<file path="src/hw/ogc_pkg.sv">
// Constants shared by the offset and gain calibration stage.
// Assumes a byte-wide register port and 24-bit signed filter samples.
package ogc_pkg;
    localparam int SAMPLE_W = 24;
    localparam int GAIN_FRAC_BITS = 22;
    localparam logic [7:0] ADDR_OFF_HI = 8'h21;
    localparam logic [7:0] ADDR_OFF_MID = 8'h22;
    localparam logic [7:0] ADDR_OFF_LO = 8'h23;
    localparam logic [7:0] ADDR_GAIN_COEF_HIGH_BYTE = 8'h24;
    localparam logic [7:0] ADDR_GAIN_MID = 8'h25;
    localparam logic [7:0] ADDR_GAIN_COEF_LOW_BYTE = 8'h26;
    localparam logic [7:0] OFF_RESET = 8'h00;
    localparam logic [7:0] GAIN_RESET = 8'h00;
    localparam logic [23:0] FACTORY_GAIN = 24'h555555;
    localparam logic [7:0] UNMAPPED_READ = 8'h00;
    localparam int FIFO_DEPTH = 4;
endpackage

</file>
<file path="src/hw/ogc_top.sv">
// Offset and gain calibration stage with its output FIFO.
// Assumes one clock mclk, an asynchronous active-high reset, and a register port driven by the serial control logic.
`timescale 1ns/1ns

module ogc_fifo #(
    parameter int WIDTH = 24,
    parameter int DEPTH = 4
) (
    input wire logic clk,
    input wire logic rst,
    input wire logic in_valid,
    output logic in_ready,
    input wire logic [WIDTH-1:0] in_data,
    output logic out_valid,
    input wire logic out_ready,
    output logic [WIDTH-1:0] out_data
);
    localparam int AW = (DEPTH > 1) ? $clog2(DEPTH) : 1;
    typedef struct packed {
        logic [DEPTH-1:0][WIDTH-1:0] mem;
        logic [AW-1:0] wp;
        logic [AW-1:0] rp;
        logic [AW:0] cnt;
    } ogc_fifo_state_t;
    ogc_fifo_state_t st;
    ogc_fifo_state_t next_st;
    logic push;
    logic pop;

    initial begin
        if (DEPTH < 2 || (1 << AW) != DEPTH) begin
            $error("FIFO depth must be a power of two of at least two.");
        end
    end

    assign in_ready = st.cnt != (AW + 1)'(DEPTH);
    assign out_valid = st.cnt != '0;
    assign out_data = st.mem[st.rp];
    assign push = in_valid && in_ready;
    assign pop = out_valid && out_ready;

    always_comb begin
        next_st = st;
        if (push) begin
            next_st.mem[st.wp] = in_data;
            next_st.wp = st.wp + 1'b1;
        end
        if (pop) begin
            next_st.rp = st.rp + 1'b1;
        end
        next_st.cnt = st.cnt + (AW + 1)'(push) - (AW + 1)'(pop);
    end

    always_ff @(posedge clk or posedge rst) begin
        if (rst) begin
            st <= '0;
        end else begin
            st <= next_st;
        end
    end
endmodule

module ogc_top #(
    parameter logic [23:0] FACTORY_GAIN = ogc_pkg::FACTORY_GAIN,
    parameter int DEPTH = ogc_pkg::FIFO_DEPTH
) (
    input wire logic mclk,
    input wire logic rst,
    input wire logic [7:0] reg_addr,
    input wire logic [7:0] reg_wdata,
    input wire logic reg_wr,
    input wire logic reg_rd,
    output logic [7:0] reg_rdata,
    input wire logic sample_valid,
    input wire logic [23:0] sample_in,
    output logic sample_ready,
    output logic cal_valid,
    output logic [23:0] cal_data,
    input wire logic cal_ready
);
    typedef struct packed {
        logic [23:0] off;
        logic [23:0] gain;
        logic loaded;
        logic in_rdy;
        logic s_valid;
        logic [23:0] s_data;
        logic o_valid;
        logic [23:0] o_data;
        logic [7:0] rdata;
    } ogc_state_t;
    ogc_state_t st;
    ogc_state_t next_st;
    logic f_in_ready;
    logic f_out_valid;
    logic [23:0] f_out_data;
    logic f_pop;
    logic signed [24:0] diff;
    logic signed [49:0] prod;
    logic signed [27:0] scaled;
    logic [23:0] result;

    initial begin
        if (DEPTH < 2) begin
            $error("Output FIFO needs at least two words.");
        end
    end

    // The offset is taken off before scaling, so its weight follows the gain.
    assign diff = 25'(signed'(sample_in)) - 25'(signed'(st.off));
    assign prod = 50'(diff) * 50'(signed'({1'b0, st.gain}));
    // Rounding to nearest gives minus 133 for one hundred offset counts at nominal gain; flooring gives minus 134.
    assign scaled = 28'((prod + (50'sd1 <<< (ogc_pkg::GAIN_FRAC_BITS - 1)))
        >>> ogc_pkg::GAIN_FRAC_BITS);

    always_comb begin
        if (scaled > 28'sh07fffff) begin
            result = 24'h7fffff;
        end else if (scaled < -28'sh0800000) begin
            result = 24'h800000;
        end else begin
            result = scaled[23:0];
        end
    end

    assign f_pop = !st.o_valid || cal_ready;

    ogc_fifo #(.WIDTH(ogc_pkg::SAMPLE_W), .DEPTH(DEPTH)) u_fifo (
        .clk(mclk),
        .rst(rst),
        .in_valid(st.s_valid),
        .in_ready(f_in_ready),
        .in_data(st.s_data),
        .out_valid(f_out_valid),
        .out_ready(f_pop),
        .out_data(f_out_data)
    );

    always_comb begin
        next_st = st;
        // Factory gain is a constant fuse image, so it is copied in on the first clock after reset.
        if (!st.loaded) begin
            next_st.gain = FACTORY_GAIN;
            next_st.loaded = 1'b1;
        end else if (reg_wr) begin
            unique case (reg_addr)
                ogc_pkg::ADDR_OFF_HI: next_st.off[23:16] = reg_wdata;
                ogc_pkg::ADDR_OFF_MID: next_st.off[15:8] = reg_wdata;
                ogc_pkg::ADDR_OFF_LO: next_st.off[7:0] = reg_wdata;
                ogc_pkg::ADDR_GAIN_COEF_HIGH_BYTE: next_st.gain[23:16] = reg_wdata;
                ogc_pkg::ADDR_GAIN_MID: next_st.gain[15:8] = reg_wdata;
                ogc_pkg::ADDR_GAIN_COEF_LOW_BYTE: next_st.gain[7:0] = reg_wdata;
                default: next_st.off = st.off;
            endcase
        end
        if (reg_rd) begin
            unique case (reg_addr)
                ogc_pkg::ADDR_OFF_HI: next_st.rdata = st.off[23:16];
                ogc_pkg::ADDR_OFF_MID: next_st.rdata = st.off[15:8];
                ogc_pkg::ADDR_OFF_LO: next_st.rdata = st.off[7:0];
                ogc_pkg::ADDR_GAIN_COEF_HIGH_BYTE: next_st.rdata = st.gain[23:16];
                ogc_pkg::ADDR_GAIN_MID: next_st.rdata = st.gain[15:8];
                ogc_pkg::ADDR_GAIN_COEF_LOW_BYTE: next_st.rdata = st.gain[7:0];
                default: next_st.rdata = ogc_pkg::UNMAPPED_READ;
            endcase
        end
        if (st.s_valid && f_in_ready) begin
            next_st.s_valid = 1'b0;
        end
        // Half rate at the input keeps sample_ready a plain flip-flop; the filter is far slower anyway.
        if (sample_valid && st.in_rdy) begin
            next_st.s_valid = 1'b1;
            next_st.s_data = result;
        end
        next_st.in_rdy = !next_st.s_valid && next_st.loaded;
        if (f_pop) begin
            next_st.o_valid = f_out_valid;
            next_st.o_data = f_out_data;
        end
    end

    always_ff @(posedge mclk or posedge rst) begin
        if (rst) begin
            st <= '0;
            st.off <= {3{ogc_pkg::OFF_RESET}};
            st.gain <= {3{ogc_pkg::GAIN_RESET}};
        end else begin
            st <= next_st;
        end
    end

    assign reg_rdata = st.rdata;
    assign sample_ready = st.in_rdy;
    assign cal_valid = st.o_valid;
    assign cal_data = st.o_data;

    // Reference for the result check, formed as two products so it does not share the datapath's form.
    function automatic logic [23:0] sat_ref(input logic [23:0] s, input logic [23:0] o, input logic [23:0] g);
        logic signed [49:0] full;
        full = (50'(signed'(s)) * 50'(signed'({1'b0, g})) - 50'(signed'(o)) * 50'(signed'({1'b0, g}))
            + (50'sd1 <<< (ogc_pkg::GAIN_FRAC_BITS - 1))) >>> ogc_pkg::GAIN_FRAC_BITS;
        if (full > 50'sh7fffff) begin
            return 24'h7fffff;
        end
        if (full < -50'sh800000) begin
            return 24'h800000;
        end
        return full[23:0];
    endfunction
endmodule

</file>
<file path="config.mk">
export PLATFORM = sky130hd
export DESIGN_NAME = ogc_top
export DESIGN_NICKNAME = d
export VERILOG_FILES = /design/src/hw/ogc_pkg.sv /design/src/hw/ogc_top.sv
export SDC_FILE = /design/constraint.sdc
export NUM_CORES = 2
export LEC_CHECK = 0
export BUFFER_PORTS_ARGS = -buffer_cell sky130_fd_sc_hd__buf_2
export CORE_MARGIN = 1
export CORE_UTILIZATION = 49
export CTS_CLUSTER_SIZE = 24
export DETAILED_ROUTE_END_ITERATION = 6
export PLACE_DENSITY_LB_ADDON = 0.15
export SLEW_MARGIN = 15
export SYNTH_ARGS = -nofsm -noshare
export SYNTH_HDL_FRONTEND = slang
export SYNTH_HIERARCHICAL = 1
export SYNTH_SLANG_ARGS = --single-unit
</file>
<file path="constraint.sdc">
create_clock -name mclk -period 12 [get_ports mclk]
set_clock_uncertainty 0.2 [all_clocks]
set_input_delay 1.2 -clock mclk [delete_from_list [all_inputs] [get_ports mclk]]
set_output_delay 1.2 -clock mclk [all_outputs]
set_load 0.02 [all_outputs]
</file>
# ---- After elaboration in Yosys (flattened, before gate mapping)
# Cells that the tools add are included.
# W data, S select, Z words.
dict set report word_totals {
  register_bits 211
  mem_count 0
  ram_bits 0
  mem_bits_ro 0
  in_bits 46
  latchBits 0
  out_inout_bits 34
  word_cells 72
}
dict set report op_classes {
  n_reduce_logical 14
  n_eq_ne 11
  div_mod_pow 0
  n_bitwise 0
  order_cmp 5
  muxes 15
  addsub 6
  mul 1
  n_shift 0
}
# operator count
set op_table {}
lappend op_table {{$mux W24} 6}
lappend op_table {{$bwmux W96} 1}
lappend op_table {{$add A50 B23 Y50 const B} 1}
lappend op_table {{$mul A25 B25 Y50} 1}
lappend op_table {{$bmux W24 S2} 1}
lappend op_table {{$demux W24 S2} 1}
lappend op_table {{$eq A8 B6 Y1 const B} 6}
lappend op_table {{$pmux W8 S6} 1}
lappend op_table {{$gt A28 B24 Y1 const B} 1}
lappend op_table {{$lt A28 B24 Y1 const B} 1}
lappend op_table {{$mux W25} 1}
lappend op_table {{$sub A24 B24 Y25} 1}
lappend op_table {{$mux W8} 3}
lappend op_table {{$reduce_and A3 Y1} 3}
lappend op_table {{$lt A2 B3 Y1 const B} 2}
lappend op_table {{$ne A2 B1 Y1 const B} 3}
lappend op_table {{$reduce_and A2 Y1} 3}
lappend op_table {{$add A2 B1 Y2 const B} 2}
lappend op_table {{$logic_and A1 B1 Y1} 4}
lappend op_table {{$add A3 B1 Y3} 1}
lappend op_table {{$ne A3 B3 Y1 const B} 1}
lappend op_table {{$reduce_bool A3 Y1} 1}
lappend op_table {{$sub A3 B1 Y3} 1}
lappend op_table {{$ge A2 B1 Y1 const B} 1}
lappend op_table {{4 further kinds} 5}

# ---- Logic depth before layout (Yosys ltp)
dict set report depth {
  ltp_word 8
  mapped_depth 42
  depth_no_buf 38
}

# ---- Modules after synthesis
# The synthesis kept the hierarchy.
# mod area_per_inst_um2 instances cells_per_inst seq_area_each_um2
set by_module_without_submodules {}
lappend by_module_without_submodules {ogc_top 30146.4 1 3358 2702.6}
lappend by_module_without_submodules {ogc_fifo 4984.8 1 270 2577.5}

# ---- Least setup slack after synthesis
# No wires, ideal clock.
dict set report synth_path {
  path_type {input-to-reg}
  from {input port sample_in[0]}
  to {register, netlist name st[42]}
  setup_ps 73
  required_ps 11727
  path_stages 39
  path_slack_ps 1438
  arrival_ps 10289
  n_path_buf 3
  path_cell_list {inv_1 > ha_1 > fa_1 > nor2b_1 > o21ai_1 > a21boi_1 > o21ai_1 > a211oi_1 > nor2_1 > a31oi_2 > a21o_1 > o311ai_4 > clkbuf_1 > and2_1 > fa_1 > inv_1 > fa_1 > inv_1 > [3 not listed] > fa_1 > fa_1 > inv_1 > fa_1 > inv_1 > ha_1 > buf_2 > a21o_1 > a21o_1 > a211oi_1 > o21ai_0 > a21oi_1 > o211ai_2 > xnor2_1 > nor4_4 > buf_6 > o21ai_1 > a21oi_2}
}
# item line_no
set synth_lines {}
lappend synth_lines {{start: declaration} ogc_top.sv:75} ;# input wire logic [23:0] sample_in,

==> summary.md <==
| Metric | Value |
|---|---|
| Run status | completed |
| Wire length of the first global-routing pass | 145 mm |
| Number of max-capacitance violations reported | 0 |
| Maximum fanout along the worst path | 23 |
| Slowest cell on the critical path | sky130_fd_sc_hd__fa_1 |
| Total standard cell area after synthesis | 35100 sq um |
| Final Wtd Congestion | 0.865 |
| Full die area | 72800 sq um |
| Total length of routed wires | 89.1 mm |
| Worst slew margin relative to its limit | 21.0% |
| Cell variety after synth | 83 |
| DRC violations left | 0 |
| Number of antenna violations at the first check in global routing | 0 |
| Via Count | 24143 |
| Minimum clock period after layout | 10.99 ns |
| Sequential cell area in the final layout | 5290 sq um |
| Width of the chip | 270 um |
| Critical Path AT | 11.23 ns |
| Vias in the first global route | 25599 |
| Register-to-Register Setup Slack | 1.32 ns |
| Post-Route Setup TNS | 0 ns |
| Data required time of the critical path | 12.24 ns |
| FF+latch count, synth | 211 |
| Kind of end point of the critical path | register |
| Core Region | 70500 sq um |
| Initial DRT Pass Iterations | 5 |
| Least-Margin Pin Slew | 1.18 ns |
| Total cell area at the placement stage | 36100 sq um |
| Hold Crit Class | reg2reg |
| Max Transition Viols Final | 0 |
| Unrepaired setup endpoints after global routing | false |
| Commonest register cell after synthesis | sky130_fd_sc_hd__dfrtp_1 |
| Clock slew at reported path FFs | 0.06 ns |
| Total congestion overflow after global routing | 0 |
| Initial Utilization | 49.8% |
| Hold violation count in the final report | 0 |
| Post CTS Setup Buffer Count | 0 |
| Buffer type at the clock tree root | sky130_fd_sc_hd__clkbuf_16 |
| Final setup violation count | 0 |
| Worst Setup Start Kind | input pin |
| Number of top-level pins | 80 |
| Htree depth | 1 |
| Clock tree from TritonCTS | done |
| Number of cells produced by synthesis | 3628 |
| Ratio of routed vias to standard cells | 5.36 |
| Startpoint-to-endpoint class of the critical path | in2reg |
| Largest stage delay on the critical path | 0.97 ns |
| CTS-repair resized insts | 0 |
| Number of warnings printed during yosys synthesis | 6 |
| Fin crit share | 91.6% |
| Multi-input logic area | 26000 sq um |
| Number of buffers added by the clock tree synthesis step | 25 |
| Area growth syn-to-layout | 4.88% |
| Hold_buf cts | 0 |
| Final-stage net count | 4411 |
| Die height | 270 um |
| Count of input and output buffers | 79 |
| Number of nets produced by synthesis | 4493 |
| Sequential share of the synthesized area | 15.0% |
| Share of post-route cells with drive strength above 1 | 11.5% |
| Wire length per cell after detailed routing | 19.8 um |
| Clock insertion delay at the later pin of the skew report | 0.58 ns |
| Most common cell on crit path | sky130_fd_sc_hd__fa_1 |
| Number of filler instances in the final layout | 6521 |
| Count of standard-cell rows | 97 |
| Number of synthesized flops with an enable pin | 0 |
| Sink Count | 211 |
| Overall Global Routing Usage | 25.6% |
| Antenna cell count | 0 |
| Detailed Place HPWL | 69.1 mm |
| Number of design-rule violations left by the first detailed-router iteration | 1816 |
| Pin count of the biggest net entering global routing | 74 |
| Final std cell area, no fill | 36800 sq um |
| Syn_area_per_cell | 9.68 sq um |
| Peak Freq | 91.0 MHz |
| Fraction of registers with async set or reset after synthesis | 100% |
| DRT antenna net count | 0 |
| Bufs on Longest Clock Path | 3 |
[worst max-delay path: cells and delay by family]
| kind | cells | cell delay, ns |
|---|---|---|
| simple gates | 5 | 0.63 |
| buf+inv | 7 | 0.89 |
| fa+ha+maj | 10 | 5.27 |
| compound gates | 14 | 2.89 |
| xor+xnor | 1 | 0.31 |
[registers in the layout, summed over array words and instances, names as in the netlist]
name          cells
u_fifo/st       103
st               74
cal_valid         1
cal_data         24
sample_ready      1
reg_rdata         8
[final timing paths]
| path | start | end | cells past startpoint |
|---|---|---|---|
| setup / recovery | sample_in[0] | st[45]$_DFFE_PP0P_ | 37 |
| hold / removal | u_fifo/st[4]$_DFFE_PP0P_ | u_fifo/st[4]$_DFFE_PP0P_ | 1 |
| setup reg to reg | st[84]$_DFFE_PP0P_ | st[45]$_DFFE_PP0P_ | 35 |
| hold reg to reg | u_fifo/st[4]$_DFFE_PP0P_ | u_fifo/st[4]$_DFFE_PP0P_ | 1 |
| max in group asynchronous | rst | st[70]$_DFFE_PP0P_ | 3 |
| min in group asynchronous | rst | u_fifo/st[7]$_DFFE_PP0P_ | 2 |
[stage by stage]
step	hold WS [ns]	util, %	std cells	worst slack, ns
5_1_grt	0.287	52.3	4504	0.379
3_3_place_gp	0.261	51.1	4459	0.669
6_report	0.270	52.3	4504	1.01
4_1_cts	0.275	52.3	4504	1.06
3_5_place_dp	0.263	51.1	4459	0.480
2_1_floorplan	0.252	-	3628	1.44
[per-layer routing]
metal	global-route usage (%)	routed length (um)	vias up
met1	36.7	40700	12381
met3	4.27	5740	106
met4	5.38	1980	0
li1	-	-	11028
met2	40.8	40700	628
met5	0	0	-
[cells in the mapped netlist, types with 36 or more instances]
cell type	number	share of area (%)
sky130_fd_sc_hd__xnor2_1	48	1.2
sky130_fd_sc_hd__dfrtp_1	211	15
sky130_fd_sc_hd__mux2i_1	37	1.1
sky130_fd_sc_hd__clkbuf_1	180	1.9
sky130_fd_sc_hd__buf_4	36	0.77
sky130_fd_sc_hd__mux2_2	55	1.8
sky130_fd_sc_hd__nand2b_1	40	0.71
sky130_fd_sc_hd__mux2_4	80	3.4
sky130_fd_sc_hd__and3_1	57	1.0
sky130_fd_sc_hd__ha_1	195	6.9
sky130_fd_sc_hd__a21oi_1	58	0.83
sky130_fd_sc_hd__nor2b_1	70	1.2
sky130_fd_sc_hd__nand2_1	396	4.2
sky130_fd_sc_hd__fa_1	624	36
sky130_fd_sc_hd__o21ai_0	48	0.68
sky130_fd_sc_hd__inv_1	725	7.7
sky130_fd_sc_hd__nor2_1	87	0.93
sky130_fd_sc_hd__nand3_1	88	1.3
sky130_fd_sc_hd__and2_1	214	3.8
[cell usage in the layout, fill, tap and decap left out, types with 37 or more instances in the layout]
master / count
sky130_fd_sc_hd__nand2b_1: 40
sky130_fd_sc_hd__mux2i_1: 37
sky130_fd_sc_hd__buf_4: 62
sky130_fd_sc_hd__ha_1: 194
sky130_fd_sc_hd__nor2b_1: 70
sky130_fd_sc_hd__nor2_1: 87
sky130_fd_sc_hd__dfrtp_1: 207
sky130_fd_sc_hd__fa_1: 624
sky130_fd_sc_hd__nand3_1: 88
sky130_fd_sc_hd__nand2_1: 396
sky130_fd_sc_hd__xnor2_1: 39
sky130_fd_sc_hd__and2_1: 214
sky130_fd_sc_hd__a21oi_1: 57
sky130_fd_sc_hd__and3_1: 57
sky130_fd_sc_hd__mux2_2: 55
sky130_fd_sc_hd__o21ai_0: 46
sky130_fd_sc_hd__buf_2: 79
sky130_fd_sc_hd__mux2_4: 80
sky130_fd_sc_hd__inv_1: 723
[cells by family after synthesis]
logic type      synth area share (%)
simple gates                    14.5
xor+xnor                        1.62
buf+inv                         11.4
flops                           15.0
other cells                   0.0107
fa+ha+maj                       42.6
compound gates                  6.62
mux                             8.26
[final cells by class]
cell class	count	share of cell area [%]
clock inverters	7	0.160
multi-input cells	2442	70.6
clock buffers	38	1.99
well taps	940	3.19
inverters	725	7.40
flip-flops and latches	211	14.3
repair buffers	141	2.34
Power is not shown: default switching activity piles up to over one toggle a cycle in this logic, so the estimate is an artifact.
